[config.mk]
export PLATFORM = sky130hd
export DESIGN_NAME = tone_gen
export DESIGN_NICKNAME = d
export VERILOG_FILES = /design/src/tone_pkg.sv /design/src/sine_channel.sv /design/src/tone_gen.sv /design/src/two_entry_buffer.sv
export SDC_FILE = /design/constraint.sdc
export NUM_CORES = 1
export LEC_CHECK = 0
export BUFFER_PORTS_ARGS = -buffer_cell sky130_fd_sc_hd__buf_4
export CAP_MARGIN = 10
export CORE_AREA = 10 10 139 141
export DETAILED_ROUTE_END_ITERATION = 10
export DIE_AREA = 0 0 149 151
export PLACE_DENSITY = 0.73
export SYNTH_ARGS = -nofsm -noshare
export SYNTH_HDL_FRONTEND = slang
export SYNTH_SLANG_ARGS = --single-unit
[constraint.sdc]
create_clock -name hclk -period 8.3 [get_ports hclk]
set_input_delay 0.415 -clock hclk [delete_from_list [all_inputs] [get_ports hclk]]
set_output_delay 0.415 -clock hclk [all_outputs]
set_load 0.005 [all_outputs]
[src/tone_pkg.sv]
// Shared constants and types for the dual tone sine generator
package tone_pkg;

   localparam int unsigned FREQ_W    = 12;
   localparam int unsigned HALF_W    = 6;
   localparam int unsigned PHASE_W   = 15;
   localparam int unsigned SAMPLE_W  = 8;
   localparam int unsigned SUM_W     = 9;
   localparam int unsigned CMD_W     = 6;

   // Register byte offsets on the bus
   localparam logic [31:0] CTRL_OFFSET   = 32'h0000_0000;
   localparam logic [31:0] STATUS_OFFSET = 32'h0000_0004;

   // Field positions of a control port write
   localparam int unsigned DEST_POS     = 6;
   localparam int unsigned HALF_POS     = 0;
   localparam int unsigned TONE_EN_POS  = 1;
   localparam int unsigned CHSEL_POS    = 2;
   localparam int unsigned KEY_EN_POS   = 4;
   localparam int unsigned PWR_DOWN_POS = 5;

   // Status register bit positions
   localparam int unsigned STAT_ON_POS   = 0;
   localparam int unsigned STAT_KEY_POS  = 1;
   localparam int unsigned STAT_BUSY_POS = 2;

   // Reset values
   localparam logic [FREQ_W-1:0] FREQ_RESET = 12'h000;
   localparam logic [CMD_W-1:0]  CMD_RESET  = 6'h00;

   // Slow clock timing
   localparam int unsigned SLOW_CLK_HZ    = 32768;
   localparam int unsigned KEY_TONE_HZ    = 1024;
   localparam int unsigned KEY_HALF_TICKS = SLOW_CLK_HZ / (2 * KEY_TONE_HZ);

   typedef enum logic [1:0] {
      DEST_ROW = 2'b00,
      DEST_COL = 2'b01,
      DEST_RSV = 2'b10,
      DEST_CMD = 2'b11
   } dest_t;

   typedef enum logic [1:0] {
      SEL_SUM   = 2'b00,
      SEL_ROW   = 2'b01,
      SEL_COL   = 2'b10,
      SEL_UNDEF = 2'b11
   } chan_sel_t;

endpackage

[src/sine_channel.sv]
// One phase accumulator with a quarter-wave sine lookup
`timescale 1ns/1ns
module sine_channel (
   input  wire logic                            hclk,
   input  wire logic                            hresetn,
   input  wire logic                            advance,
   input  wire logic [tone_pkg::FREQ_W-1:0]     inc,
   output logic signed [tone_pkg::SAMPLE_W-1:0] sample
);
   import tone_pkg::*;

   logic [PHASE_W-1:0] phase_q;
   logic [5:0]         top;
   logic [3:0]         idx;
   logic [6:0]         mag;

   function automatic logic [6:0] quarter(input logic [3:0] i);
      unique case (i)
         4'h0: quarter = 7'd6;
         4'h1: quarter = 7'd19;
         4'h2: quarter = 7'd31;
         4'h3: quarter = 7'd43;
         4'h4: quarter = 7'd54;
         4'h5: quarter = 7'd65;
         4'h6: quarter = 7'd76;
         4'h7: quarter = 7'd85;
         4'h8: quarter = 7'd94;
         4'h9: quarter = 7'd102;
         4'ha: quarter = 7'd109;
         4'hb: quarter = 7'd115;
         4'hc: quarter = 7'd120;
         4'hd: quarter = 7'd123;
         4'he: quarter = 7'd126;
         4'hf: quarter = 7'd127;
      endcase
   endfunction

   // 2^15 phase steps per turn at 32768 ticks per second give 1 Hz per LSB
   always_ff @(posedge hclk or negedge hresetn) begin
      if (!hresetn) begin
         phase_q <= 15'h0000;
      end else if (advance) begin
         phase_q <= phase_q + {3'b000, inc};
      end
   end

   assign top = phase_q[PHASE_W-1 -: 6];
   assign idx = top[4] ? ~top[3:0] : top[3:0];
   assign mag = quarter(idx);
   assign sample = top[5] ? -$signed({1'b0, mag}) : $signed({1'b0, mag});
endmodule

[src/tone_gen.sv]
// Dual tone sine generator with AHB-Lite control and port-ten pin muxing
//
// Chosen here: the AHB-Lite slave port and the placing of the registers.
`timescale 1ns/1ns

// How it works
// Two sine channels are programmable from 1 to 4095 Hz in 1 Hz steps.
// All tone and key tone timing comes from the 32768 Hz slow clock.
// The control port is write-only and reads back as zero.
// Write bits 7:6 pick row (00), column (01) or command (11).
// Frequencies are 12 bits; a write loads bits 5:0 into one half.
// Command bit 0 picks the high (1) or low (0) half for the next writes.
// Command bit 5 powers the generator down without clearing registers.
// Command bit 1 enables the tone output, and when 0 silences it.
// Command bits 3:2 pick sum, row only, column only, or undefined.
// Single channel switching between row and column keeps phase.
// Command bit 4 makes a 1024 Hz square wave on the key tone output.
// Port ten pins 0 and 1 carry tone and key tone by build option.
// Each channel is a phase accumulator stepped by its frequency value; the row accumulator steps by the column value in column-only mode.
module tone_gen #(
   parameter logic tone_pin_option     = 1'b1,
   parameter logic key_tone_pin_option = 1'b1
) (
   input  wire logic                        hclk,
   input  wire logic                        hresetn,
   input  wire logic                        hsel,
   input  wire logic [31:0]                 haddr,
   input  wire logic [1:0]                  htrans,
   input  wire logic                        hwrite,
   input  wire logic [2:0]                  hsize,
   input  wire logic [31:0]                 hwdata,
   input  wire logic                        hready,
   output logic                             hreadyout,
   output logic                             hresp,
   output logic [31:0]                      hrdata,
   input  wire logic                        slow_clk,
   output logic [tone_pkg::SUM_W-1:0]       dual_tone_output,
   output logic                             dual_tone_valid,
   input  wire logic                        dual_tone_ready,
   input  wire logic [1:0]                  gpio_out,
   input  wire logic [1:0]                  gpio_oe,
   output logic [1:0]                       gpio_in,
   input  wire logic [1:0]                  port_ten_in,
   output logic [1:0]                       port_ten_out,
   output logic [1:0]                       port_ten_oe
);
   import tone_pkg::*;

   logic              take;
   logic              wr_pend_q;
   logic [31:0]       addr_q;
   logic [31:0]       rdata_q;
   logic              ctrl_wr;
   dest_t             dest;
   logic [5:0]        wdat;
   logic [FREQ_W-1:0] row_q;
   logic [FREQ_W-1:0] col_q;
   logic              half_select_q;
   logic              tone_en_q;
   chan_sel_t         chan_sel_q;
   logic              key_tone_enable_q;
   logic              power_down_switch_q;
   logic [2:0]        slow_sync_q;
   logic              slow_tick;
   logic              tick_pend_q;
   logic              advance;
   logic              buf_ready;
   logic [FREQ_W-1:0] row_inc;
   logic signed [SAMPLE_W-1:0] row_smp;
   logic signed [SAMPLE_W-1:0] col_smp;
   logic signed [SUM_W-1:0]    mix;
   logic [SUM_W-1:0]  push_data;
   logic [3:0]        key_cnt_q;
   logic              key_tone_q;
   logic              tone_bit_q;
   logic [1:0]        pin_meta_q;
   logic [1:0]        pin_sync_q;
   logic [31:0]       status;

   // Bus slave: zero wait states, always OKAY
   assign take      = hsel & hready & htrans[1];
   assign hreadyout = 1'b1;
   assign hresp     = 1'b0;
   assign hrdata    = rdata_q;

   always_ff @(posedge hclk or negedge hresetn) begin
      if (!hresetn) begin
         wr_pend_q <= 1'b0;
         addr_q    <= 32'h0000_0000;
      end else if (hready) begin
         wr_pend_q <= take & hwrite;
         addr_q    <= haddr;
      end
   end

   assign status = {29'h0000_0000, dual_tone_valid, key_tone_q,
                    ~power_down_switch_q};

   // Only status reads back; the control port and unmapped words give zero
   always_ff @(posedge hclk or negedge hresetn) begin
      if (!hresetn) begin
         rdata_q <= 32'h0000_0000;
      end else if (hready) begin
         rdata_q <= (take && !hwrite && haddr == STATUS_OFFSET) ?
                    status : 32'h0000_0000;
      end
   end

   assign ctrl_wr = wr_pend_q && addr_q == CTRL_OFFSET;
   assign dest    = dest_t'(hwdata[DEST_POS +: 2]);
   assign wdat    = hwdata[HALF_W-1:0];

   // Frequency halves; half_select_q decides which six bits a write lands in
   always_ff @(posedge hclk or negedge hresetn) begin
      if (!hresetn) begin
         row_q <= FREQ_RESET;
      end else if (ctrl_wr && dest == DEST_ROW) begin
         if (half_select_q) begin
            row_q[FREQ_W-1:HALF_W] <= wdat;
         end else begin
            row_q[HALF_W-1:0] <= wdat;
         end
      end
   end

   always_ff @(posedge hclk or negedge hresetn) begin
      if (!hresetn) begin
         col_q <= FREQ_RESET;
      end else if (ctrl_wr && dest == DEST_COL) begin
         if (half_select_q) begin
            col_q[FREQ_W-1:HALF_W] <= wdat;
         end else begin
            col_q[HALF_W-1:0] <= wdat;
         end
      end
   end

   // Command register; power down leaves the frequency and command registers untouched but clears the key tone and tone pin flops
   always_ff @(posedge hclk or negedge hresetn) begin
      if (!hresetn) begin
         half_select_q       <= CMD_RESET[HALF_POS];
         tone_en_q           <= CMD_RESET[TONE_EN_POS];
         chan_sel_q          <= chan_sel_t'(CMD_RESET[CHSEL_POS +: 2]);
         key_tone_enable_q   <= CMD_RESET[KEY_EN_POS];
         power_down_switch_q <= CMD_RESET[PWR_DOWN_POS];
      end else if (ctrl_wr && dest == DEST_CMD) begin
         half_select_q       <= hwdata[HALF_POS];
         tone_en_q           <= hwdata[TONE_EN_POS];
         chan_sel_q          <= chan_sel_t'(hwdata[CHSEL_POS +: 2]);
         key_tone_enable_q   <= hwdata[KEY_EN_POS];
         power_down_switch_q <= hwdata[PWR_DOWN_POS];
      end
   end

   // Slow clock pin: two flops, then a third for the edge detect
   always_ff @(posedge hclk or negedge hresetn) begin
      if (!hresetn) begin
         slow_sync_q <= 3'b000;
      end else begin
         slow_sync_q <= {slow_sync_q[1:0], slow_clk};
      end
   end

   assign slow_tick = slow_sync_q[1] & ~slow_sync_q[2];

   // A tick waits here while the buffer is full; a further tick during that wait merges into it
   always_ff @(posedge hclk or negedge hresetn) begin
      if (!hresetn) begin
         tick_pend_q <= 1'b0;
      end else begin
         tick_pend_q <= slow_tick | (tick_pend_q & ~advance);
      end
   end

   assign advance = tick_pend_q & buf_ready & ~power_down_switch_q;

   // Single row/column use runs on one accumulator, so a switch keeps phase
   assign row_inc = (chan_sel_q == SEL_COL) ? col_q : row_q;

   sine_channel u_row (
      .hclk    (hclk),
      .hresetn (hresetn),
      .advance (advance),
      .inc     (row_inc),
      .sample  (row_smp)
   );

   sine_channel u_col (
      .hclk    (hclk),
      .hresetn (hresetn),
      .advance (advance),
      .inc     (col_q),
      .sample  (col_smp)
   );

   // Undefined selection gives silence
   always_comb begin
      unique case (chan_sel_q)
         SEL_SUM: mix = SUM_W'(row_smp) + SUM_W'(col_smp);
         SEL_ROW: mix = SUM_W'(row_smp);
         SEL_COL: mix = SUM_W'(row_smp);
         default: mix = '0;
      endcase
   end

   assign push_data = tone_en_q ? SUM_W'(mix) : '0;

   two_entry_buffer #(
      .WIDTH (SUM_W)
   ) u_buf (
      .hclk      (hclk),
      .hresetn   (hresetn),
      .in_valid  (advance),
      .in_ready  (buf_ready),
      .in_data   (push_data),
      .out_valid (dual_tone_valid),
      .out_ready (dual_tone_ready),
      .out_data  (dual_tone_output)
   );

   // One-bit tone for the pin: high on the positive half of the waveform
   always_ff @(posedge hclk or negedge hresetn) begin
      if (!hresetn) begin
         tone_bit_q <= 1'b0;
      end else if (!tone_en_q || power_down_switch_q) begin
         tone_bit_q <= 1'b0;
      end else if (advance) begin
         tone_bit_q <= ~mix[SUM_W-1] && mix != '0;
      end
   end

   // Key tone: toggle every 16 slow ticks for 1024 Hz
   always_ff @(posedge hclk or negedge hresetn) begin
      if (!hresetn) begin
         key_cnt_q  <= 4'h0;
         key_tone_q <= 1'b0;
      end else if (!key_tone_enable_q || power_down_switch_q) begin
         key_cnt_q  <= 4'h0;
         key_tone_q <= 1'b0;
      end else if (slow_tick) begin
         if (key_cnt_q == 4'(KEY_HALF_TICKS - 1)) begin
            key_cnt_q  <= 4'h0;
            key_tone_q <= ~key_tone_q;
         end else begin
            key_cnt_q <= key_cnt_q + 4'h1;
         end
      end
   end

   // Port ten muxing
   assign port_ten_out[0] = tone_pin_option ? tone_bit_q : gpio_out[0];
   assign port_ten_oe[0]  = tone_pin_option ? 1'b1 : gpio_oe[0];
   assign port_ten_out[1] = key_tone_pin_option ? key_tone_q : gpio_out[1];
   assign port_ten_oe[1]  = key_tone_pin_option ? 1'b1 : gpio_oe[1];
   assign gpio_in         = pin_sync_q;

   always_ff @(posedge hclk or negedge hresetn) begin
      if (!hresetn) begin
         pin_meta_q <= 2'b00;
         pin_sync_q <= 2'b00;
      end else begin
         pin_meta_q <= port_ten_in;
         pin_sync_q <= pin_meta_q;
      end
   end
endmodule

[src/two_entry_buffer.sv]
// Two-entry valid/ready buffer for output samples
`timescale 1ns/1ns
module two_entry_buffer #(
   parameter int unsigned WIDTH = 9
) (
   input  wire logic             hclk,
   input  wire logic             hresetn,
   input  wire logic             in_valid,
   output logic                  in_ready,
   input  wire logic [WIDTH-1:0] in_data,
   output logic                  out_valid,
   input  wire logic             out_ready,
   output logic [WIDTH-1:0]      out_data
);
   logic [WIDTH-1:0] mem_q [2];
   logic [1:0]       count_q;
   logic             wr_ptr_q;
   logic             rd_ptr_q;
   logic             push;
   logic             pop;

   assign in_ready  = count_q != 2'd2;
   assign out_valid = count_q != 2'd0;
   assign out_data  = mem_q[rd_ptr_q];
   assign push      = in_valid & in_ready;
   assign pop       = out_valid & out_ready;

   always_ff @(posedge hclk or negedge hresetn) begin
      if (!hresetn) begin
         mem_q[0] <= '0;
         mem_q[1] <= '0;
      end else if (push) begin
         mem_q[wr_ptr_q] <= in_data;
      end
   end

   always_ff @(posedge hclk or negedge hresetn) begin
      if (!hresetn) begin
         count_q  <= 2'd0;
         wr_ptr_q <= 1'b0;
         rd_ptr_q <= 1'b0;
      end else begin
         count_q  <= count_q + {1'b0, push} - {1'b0, pop};
         wr_ptr_q <= wr_ptr_q ^ push;
         rd_ptr_q <= rd_ptr_q ^ pop;
      end
   end
endmodule
* Word-level counts from Yosys, hierarchy flattened *
Memory sizes are Yosys's and may differ from the RTL's.
Cells that the tools add are included.

word-level totals
  input port bits = 82
  register bits = 161
  memories = 2
  memory bits (read-only) = 224

memory list
  name              depth  width  read ports  clocked after memory_dff  write ports  RTL line            RTL
  (name not given)  16     7      1           0                         0            sine_channel.sv:18  unique case (i)
  (name not given)  16     7      1           0                         0            sine_channel.sv:18

operators by class
  bitwise operators = 22
  order comparisons = 3
  reductions and logical operators = 27
  add/subtract/negate cells = 8
  eq/ne operators = 7
  mux-type cells = 22

operator list
  cell                 number
  $mux 9               5
  $eq 32x3->1 const B  1
  $logic_not 32->1     1
  $add 15x12->15       2
  $mux 4               5
  $bwmux 18            1
  $pmux 9 s2           1
  $mux 8               2
  $neg 7->8            2
  $mux 12              1
  $reduce_and 2->1     5
  $add 8x8->9          1
  $and 1x1->1          9
  $demux 9 s1          1
  $reduce_bool 9->1    1
  $logic_and 1x1->1    8
  $not 4->4            2
  $reduce_bool 2->1    4
  $not 1->1            6
  $mux 1               5
  $add 4x1->4 const B  1
  $eq 2x1->1 const B   2
  $eq 2x2->1 const B   2
  $eq 4x4->1 const B   1
  other kinds (13)     20

* Logic depth before layout (Yosys ltp) *
An unclocked memory read counts as a cell.

  depth after elaboration = 11
  mapped depth = 19

* Modules after synthesis *
Synthesis repeated with hierarchy kept, for this count alone.

unflattened totals
  cell total of the unflattened synthesis = 785
  area, all modules = 8642.0 um^2

modules (own cells, without submodules)
  module                cells an instance  area each (um^2)  instances
  tone_gen              345                4065.1            1
  sine_channel (u_col)  185                1740.4            1
  sine_channel (u_row)  188                1727.9            1
  two_entry_buffer      67                 1108.6            1

* Worst setup path before layout *
Ideal clock, no wire load.

  path kind = register to register
  start point = reg u_row.phase_q[12]
  end point = reg tone_bit_q
  clock period less this slack = 3.809 ns
  cell stages (with the launch flop) = 18
  data arrival time = 3.666 ns
  path slack = 4.491 ns
  setup time = 0.143 ns
  path buffers = 2
  path through = dfrtp_1 -> ha_1 -> buf_2 -> buf_1 -> o21ai_0 -> nand3_1 -> a21oi_1 -> ha_1 -> nand2b_1 -> xnor2_1 -> ha_1 -> o21ai_0 -> or2_2 -> and3_1 -> or3_1 -> a211o_1 -> o21ai_0 -> a32oi_1

between the ends
  cells in the longest elaborated chain, start to end = 11

RTL lines
  what                                                   RTL line            RTL
  start, declared                                        sine_channel.sv:12  logic [PHASE_W-1:0] phase_q;
  start signal, assigned                                 sine_channel.sv:43  phase_q <= phase_q + {3'b000, inc};
  $not 4->4                                              sine_channel.sv:48  assign idx = top[4] ? ~top[3:0] : top[3:0];
  $mux 4 *                                               sine_channel.sv:48
  $mem_v2 16x7 *                                         n/a
  $neg 7->8                                              sine_channel.sv:50  assign sample = top[5] ? -$signed({1'b0, mag}) : $signed({1'b0, mag});
  $mux 8 *                                               sine_channel.sv:50
  $add 8x8->9                                            tone_gen.sv:199     SEL_SUM: mix = SUM_W'(row_smp) + SUM_W'(col_smp);
  $pmux 9 s2 *                                           tone_gen.sv:198     unique case (chan_sel_q)
  $reduce_bool 9->1 / $not 1->1 (equally long branches)  tone_gen.sv:228     tone_bit_q <= ~mix[SUM_W-1] && mix != '0;
  $logic_and 1x1->1 *                                    tone_gen.sv:228
  $mux 1 *                                               tone_gen.sv:227     end else if (advance) begin
  $mux 1 *                                               tone_gen.sv:225     end else if (!tone_en_q || power_down_switch_q) begin
  end signal, assigned                                   tone_gen.sv:224     tone_bit_q <= 1'b0;
  end signal, assigned                                   tone_gen.sv:226     tone_bit_q <= 1'b0;
  end signal, assigned                                   tone_gen.sv:228
  end, declared                                          tone_gen.sv:75      logic tone_bit_q;

Every way passes the cells marked *; elsewhere a longest branch is shown, timed or not. The select of a mux whose other input is x is not followed.
A chain may end at the register's enable or synchronous reset.

* Worst setup path after layout *
  start point = reg u_row.phase_q[13]
  end point = reg tone_bit_q

between the ends
  cells in the longest elaborated chain, start to end = 10

RTL lines
  what                                                   RTL line
  $mux 4 *                                               sine_channel.sv:48
  $mem_v2 16x7 *                                         n/a
  $neg 7->8                                              sine_channel.sv:50
  $mux 8 *                                               sine_channel.sv:50
  $add 8x8->9                                            tone_gen.sv:199
  $pmux 9 s2 *                                           tone_gen.sv:198
  $reduce_bool 9->1 / $not 1->1 (equally long branches)  tone_gen.sv:228
  $logic_and 1x1->1 *                                    tone_gen.sv:228
  $mux 1 *                                               tone_gen.sv:227
  $mux 1 *                                               tone_gen.sv:225

Marked as above.

==> flow_metrics.env <==
export IMPL_dp_hpwl_um=12400
export IMPL_ys_types=57
export IMPL_muxShareOfSynthArea_pct=13.51
export IMPL_synth_simple_area_share_pct=12.63
export IMPL_required_ns=8.58
export IMPL_hold_slack_ns=-0.003767
export IMPL_finalHoldViolations=2
export IMPL_totalWireLength_um=17340
export IMPL_die_y_um=151
export IMPL_vdd_drop_max_mv=0.1885
export IMPL_synth_top_family_by_area="multiplexers"
export IMPL_dr_wl_met3_um=853
export IMPL_finalInstanceArea_sq_mm=0.009195
export IMPL_async_flop_share_pct=100.0
export IMPL_synth_edf_count=0
export IMPL_worstSetupPathType="flop to flop"
export IMPL_synthXorXnorAreaFrac_pct=5.275
export IMPL_synth_commonest_cells="dfrtp_1, mux2_2, nand2_1"
export IMPL_synth_seq_area_share_pct=40.72
export IMPL_cts_buffers=17
export IMPL_status="finished with violations"
export IMPL_h_tree_depth=4
export IMPL_antenna_left=0
export IMPL_placementRows=47
export IMPL_io_pins=132
export IMPL_root_buffer="clkbuf_16"
export IMPL_io_buffers=66
export IMPL_synth_top_cell_area_share_pct=40.72
export IMPL_worst_slack_ns=3.715
export IMPL_n_fill_cell=1417
export IMPL_avgSynthCellArea_sq_um=10.05
export IMPL_tightestPinTransition_ns=0.7468
export IMPL_setup_viol=0
export IMPL_fin_crit_sh_pct=55.24
export IMPL_powerDensity_mw_per_mm2=166.6
export IMPL_vias=5842
export IMPL_rsz0062_at_grt="false"
export IMPL_top_layer_used="met4"
export IMPL_grt_use_total_pct=15.66
export IMPL_synth_cell_area_sq_mm=0.008113
export IMPL_areaGrowthSynthToFinish_pct=13.34
export IMPL_start_util_pct=49.27
export IMPL_clk_latency_ns=0.42
export IMPL_wl_per_cell_um=15.92
export IMPL_layout_drive_gt1_share_pct=22.21
export IMPL_clock_skew_ns=0.004974
export IMPL_max_slew_margin_pct=48.92
export IMPL_post_route_min_period_ns=4.585
export IMPL_insertedDiodeCount=0
export IMPL_synthCells=807
export IMPL_tns_ns=0
export IMPL_grt_max_degree=73
export IMPL_drc=0
export IMPL_yosysTopAreaCell="dfrtp_1"
export IMPL_synth_warnings=0
export IMPL_synthAdderAreaFrac_pct=8.297
export IMPL_cp_max_fo=21
export IMPL_grt_overflow=0
export IMPL_drv_slew=0
export IMPL_met2_length_um=8565
export IMPL_synth_area_leaders="dfrtp_1, mux2_2, ha_1, o21ai_0, buf_4"
export IMPL_postCtsResizedCells=0
export IMPL_placed_area_sq_mm=0.008616
export IMPL_die_w_um=149
export IMPL_timing_fmax_mhz=218.1
export IMPL_synth_most_common_cell="dfrtp_1"
export IMPL_synth_compound_area_share_pct=12.80
export IMPL_ctsLongestPathBuffers=2
export IMPL_hold_path_class="input pin to asynchronous set/reset pin"
export IMPL_cp_start_kind="flop"
export IMPL_viasPerCell=5.365
export IMPL_clk_pin_slew_ns=0.06
export IMPL_violations="hold timing"
export IMPL_end_kind="flop"
export IMPL_core_sq_mm=0.01647
export IMPL_holdBufCountCts=0
export IMPL_fp_dieArea_sq_mm=0.02250
export IMPL_pre_cts_ws_ns=3.742
export IMPL_antenna_found_initial=0
export IMPL_place_congestion=0.8503
export IMPL_drt_first_pass_iters=7
export IMPL_arrival_ns=4.86
export IMPL_post_cts_setup_buffer_count=0
export IMPL_m1WireLength_um=7773
export IMPL_grt_pass1_wl_um=28980
export IMPL_p_leak_uw=0.004400
export IMPL_final_nets=991
export IMPL_grt_pass1_vias=5967
export IMPL_ys_seq_elements=132
export IMPL_clock_sinks=132
export IMPL_synth_ff_type="dfrtp_1"
export IMPL_drv_cap=0
export IMPL_drt_iter0_drc=302
export IMPL_cts_tree="done"
kinds of logic (layout without fill, tap and decap cells):
family | Yosys count | count (layout)
flip-flops | 132 | 132
adder cells (fa/ha/maj) | 52 | 52
multiplexers | 98 | 98
AO/OA/AOI/OAI | 166 | 166
XOR/XNOR | 48 | 48
buffers and inverters | 105 | 136
AND/OR/NAND/NOR | 204 | 204
other | 2 | 33
worst max-delay path, cell delays in order, from the launching register on:
cell	delay [ns]
dfrtp_1	0.59
ha_1	0.76
nor2b_1	0.13
o21ai_0	0.18
nand3_1	0.09
a21oi_1	0.24
ha_1	0.29
nand2b_1	0.14
xnor2_1	0.09
ha_1	0.39
o21ai_0	0.15
or2_2	0.31
and3_1	0.17
or3_1	0.40
a211o_1	0.23
o21ai_0	0.17
a32oi_1	0.12
layer usage:
layer | track usage (%) | up-vias
met4 | 3.876 | 0
li1 | - | 2900
met1 | 19.42 | 2825
met5 | 0 | -
met2 | 26.33 | 104
met3 | 4.475 | 13
worst paths after layout:
path | startpoint | to | slack [ns] | cells past startpoint
min reg2reg | slow_sync_q[0]$_DFF_PN0_ | slow_sync_q[1]$_DFF_PN0_ | 0.35 | 0
min in group hclk | slow_clk | slow_sync_q[0]$_DFF_PN0_ | 0.10 | 1
max | u_row.phase_q[13]$_DFFE_PN0P_ | tone_bit_q$_DFFE_PN0P_ | 3.72 | 16
max in group asynchronous | hresetn | row_q[7]$_DFFE_PN0P_ | 7.08 | 2
max reg2reg | u_row.phase_q[13]$_DFFE_PN0P_ | tone_bit_q$_DFFE_PN0P_ | 3.72 | 16
min | hresetn | u_buf.mem_q[17]$_DFFE_PN0P_ | -0.004 | 1
layout by cell type (no fill, tap or decap), types with 4 or more instances in the layout:
master,instances
a2111oi_0,4
a211oi_1,6
a21o_1,14
a21oi_1,32
a22o_1,7
a31oi_1,7
and2_1,6
and3_1,5
buf_4,67
clkbuf_16,17
conb_1,33
dfrtp_1,132
ha_1,49
inv_1,37
mux2_2,92
mux2i_1,6
nand2_1,73
nand2b_1,12
nand3_1,14
nand3b_1,5
nand4_1,7
nor2_1,31
nor2b_1,15
nor3_1,7
nor4_1,13
o211ai_1,7
o21a_1,5
o21ai_0,57
o22ai_1,4
o31ai_1,6
xnor2_1,23
xor2_1,24
cell type report:
cell class / count / area (sq um) / area share, %
clock inverters: 8 / 101.3 / 1.102
flip-flops and latches: 132 / 3303 / 35.92
multi-input cells: 601 / 4384 / 47.68
well taps: 220 / 275.3 / 2.994
clock buffers: 23 / 478.0 / 5.198
inverters: 37 / 138.9 / 1.510
repair buffers: 68 / 514.2 / 5.593
report_power, final:
part	internal [uW]	total [uW]	leakage (uW)	switching [uW]
Clock	463	737	0.000275	274
Combinational	51.2	102	0.00240	51.2
Sequential	670	693	0.00173	23.2
Total	1180	1530	0.00440	348
metrics by stage:
| step | utilization, % | std cells | total power (uW) | hold slack, ns |
|---|---|---|---|---|
| after global placement | 52.33 | 1058 | 801.9 | 0.3324 |
| final | 55.84 | 1089 | 1532 | -0.003767 |
| after floorplan | - | 838 | 760.9 | 0.1194 |
| after detailed placement | 52.33 | 1058 | 807.4 | 0.3347 |
| after global routing | 55.84 | 1089 | 1584 | 0.02794 |
| after CTS | 55.84 | 1089 | 1542 | 0.02995 |
sequential cells by signal (all words and copies together) (netlist names), 4 cells and up:
name           count
addr_q            32
col_q             12
key_cnt_q          4
row_q             12
u_buf.mem_q       18
u_col.phase_q     15
u_row.phase_q     15
Power figures use the tool's default switching activity.
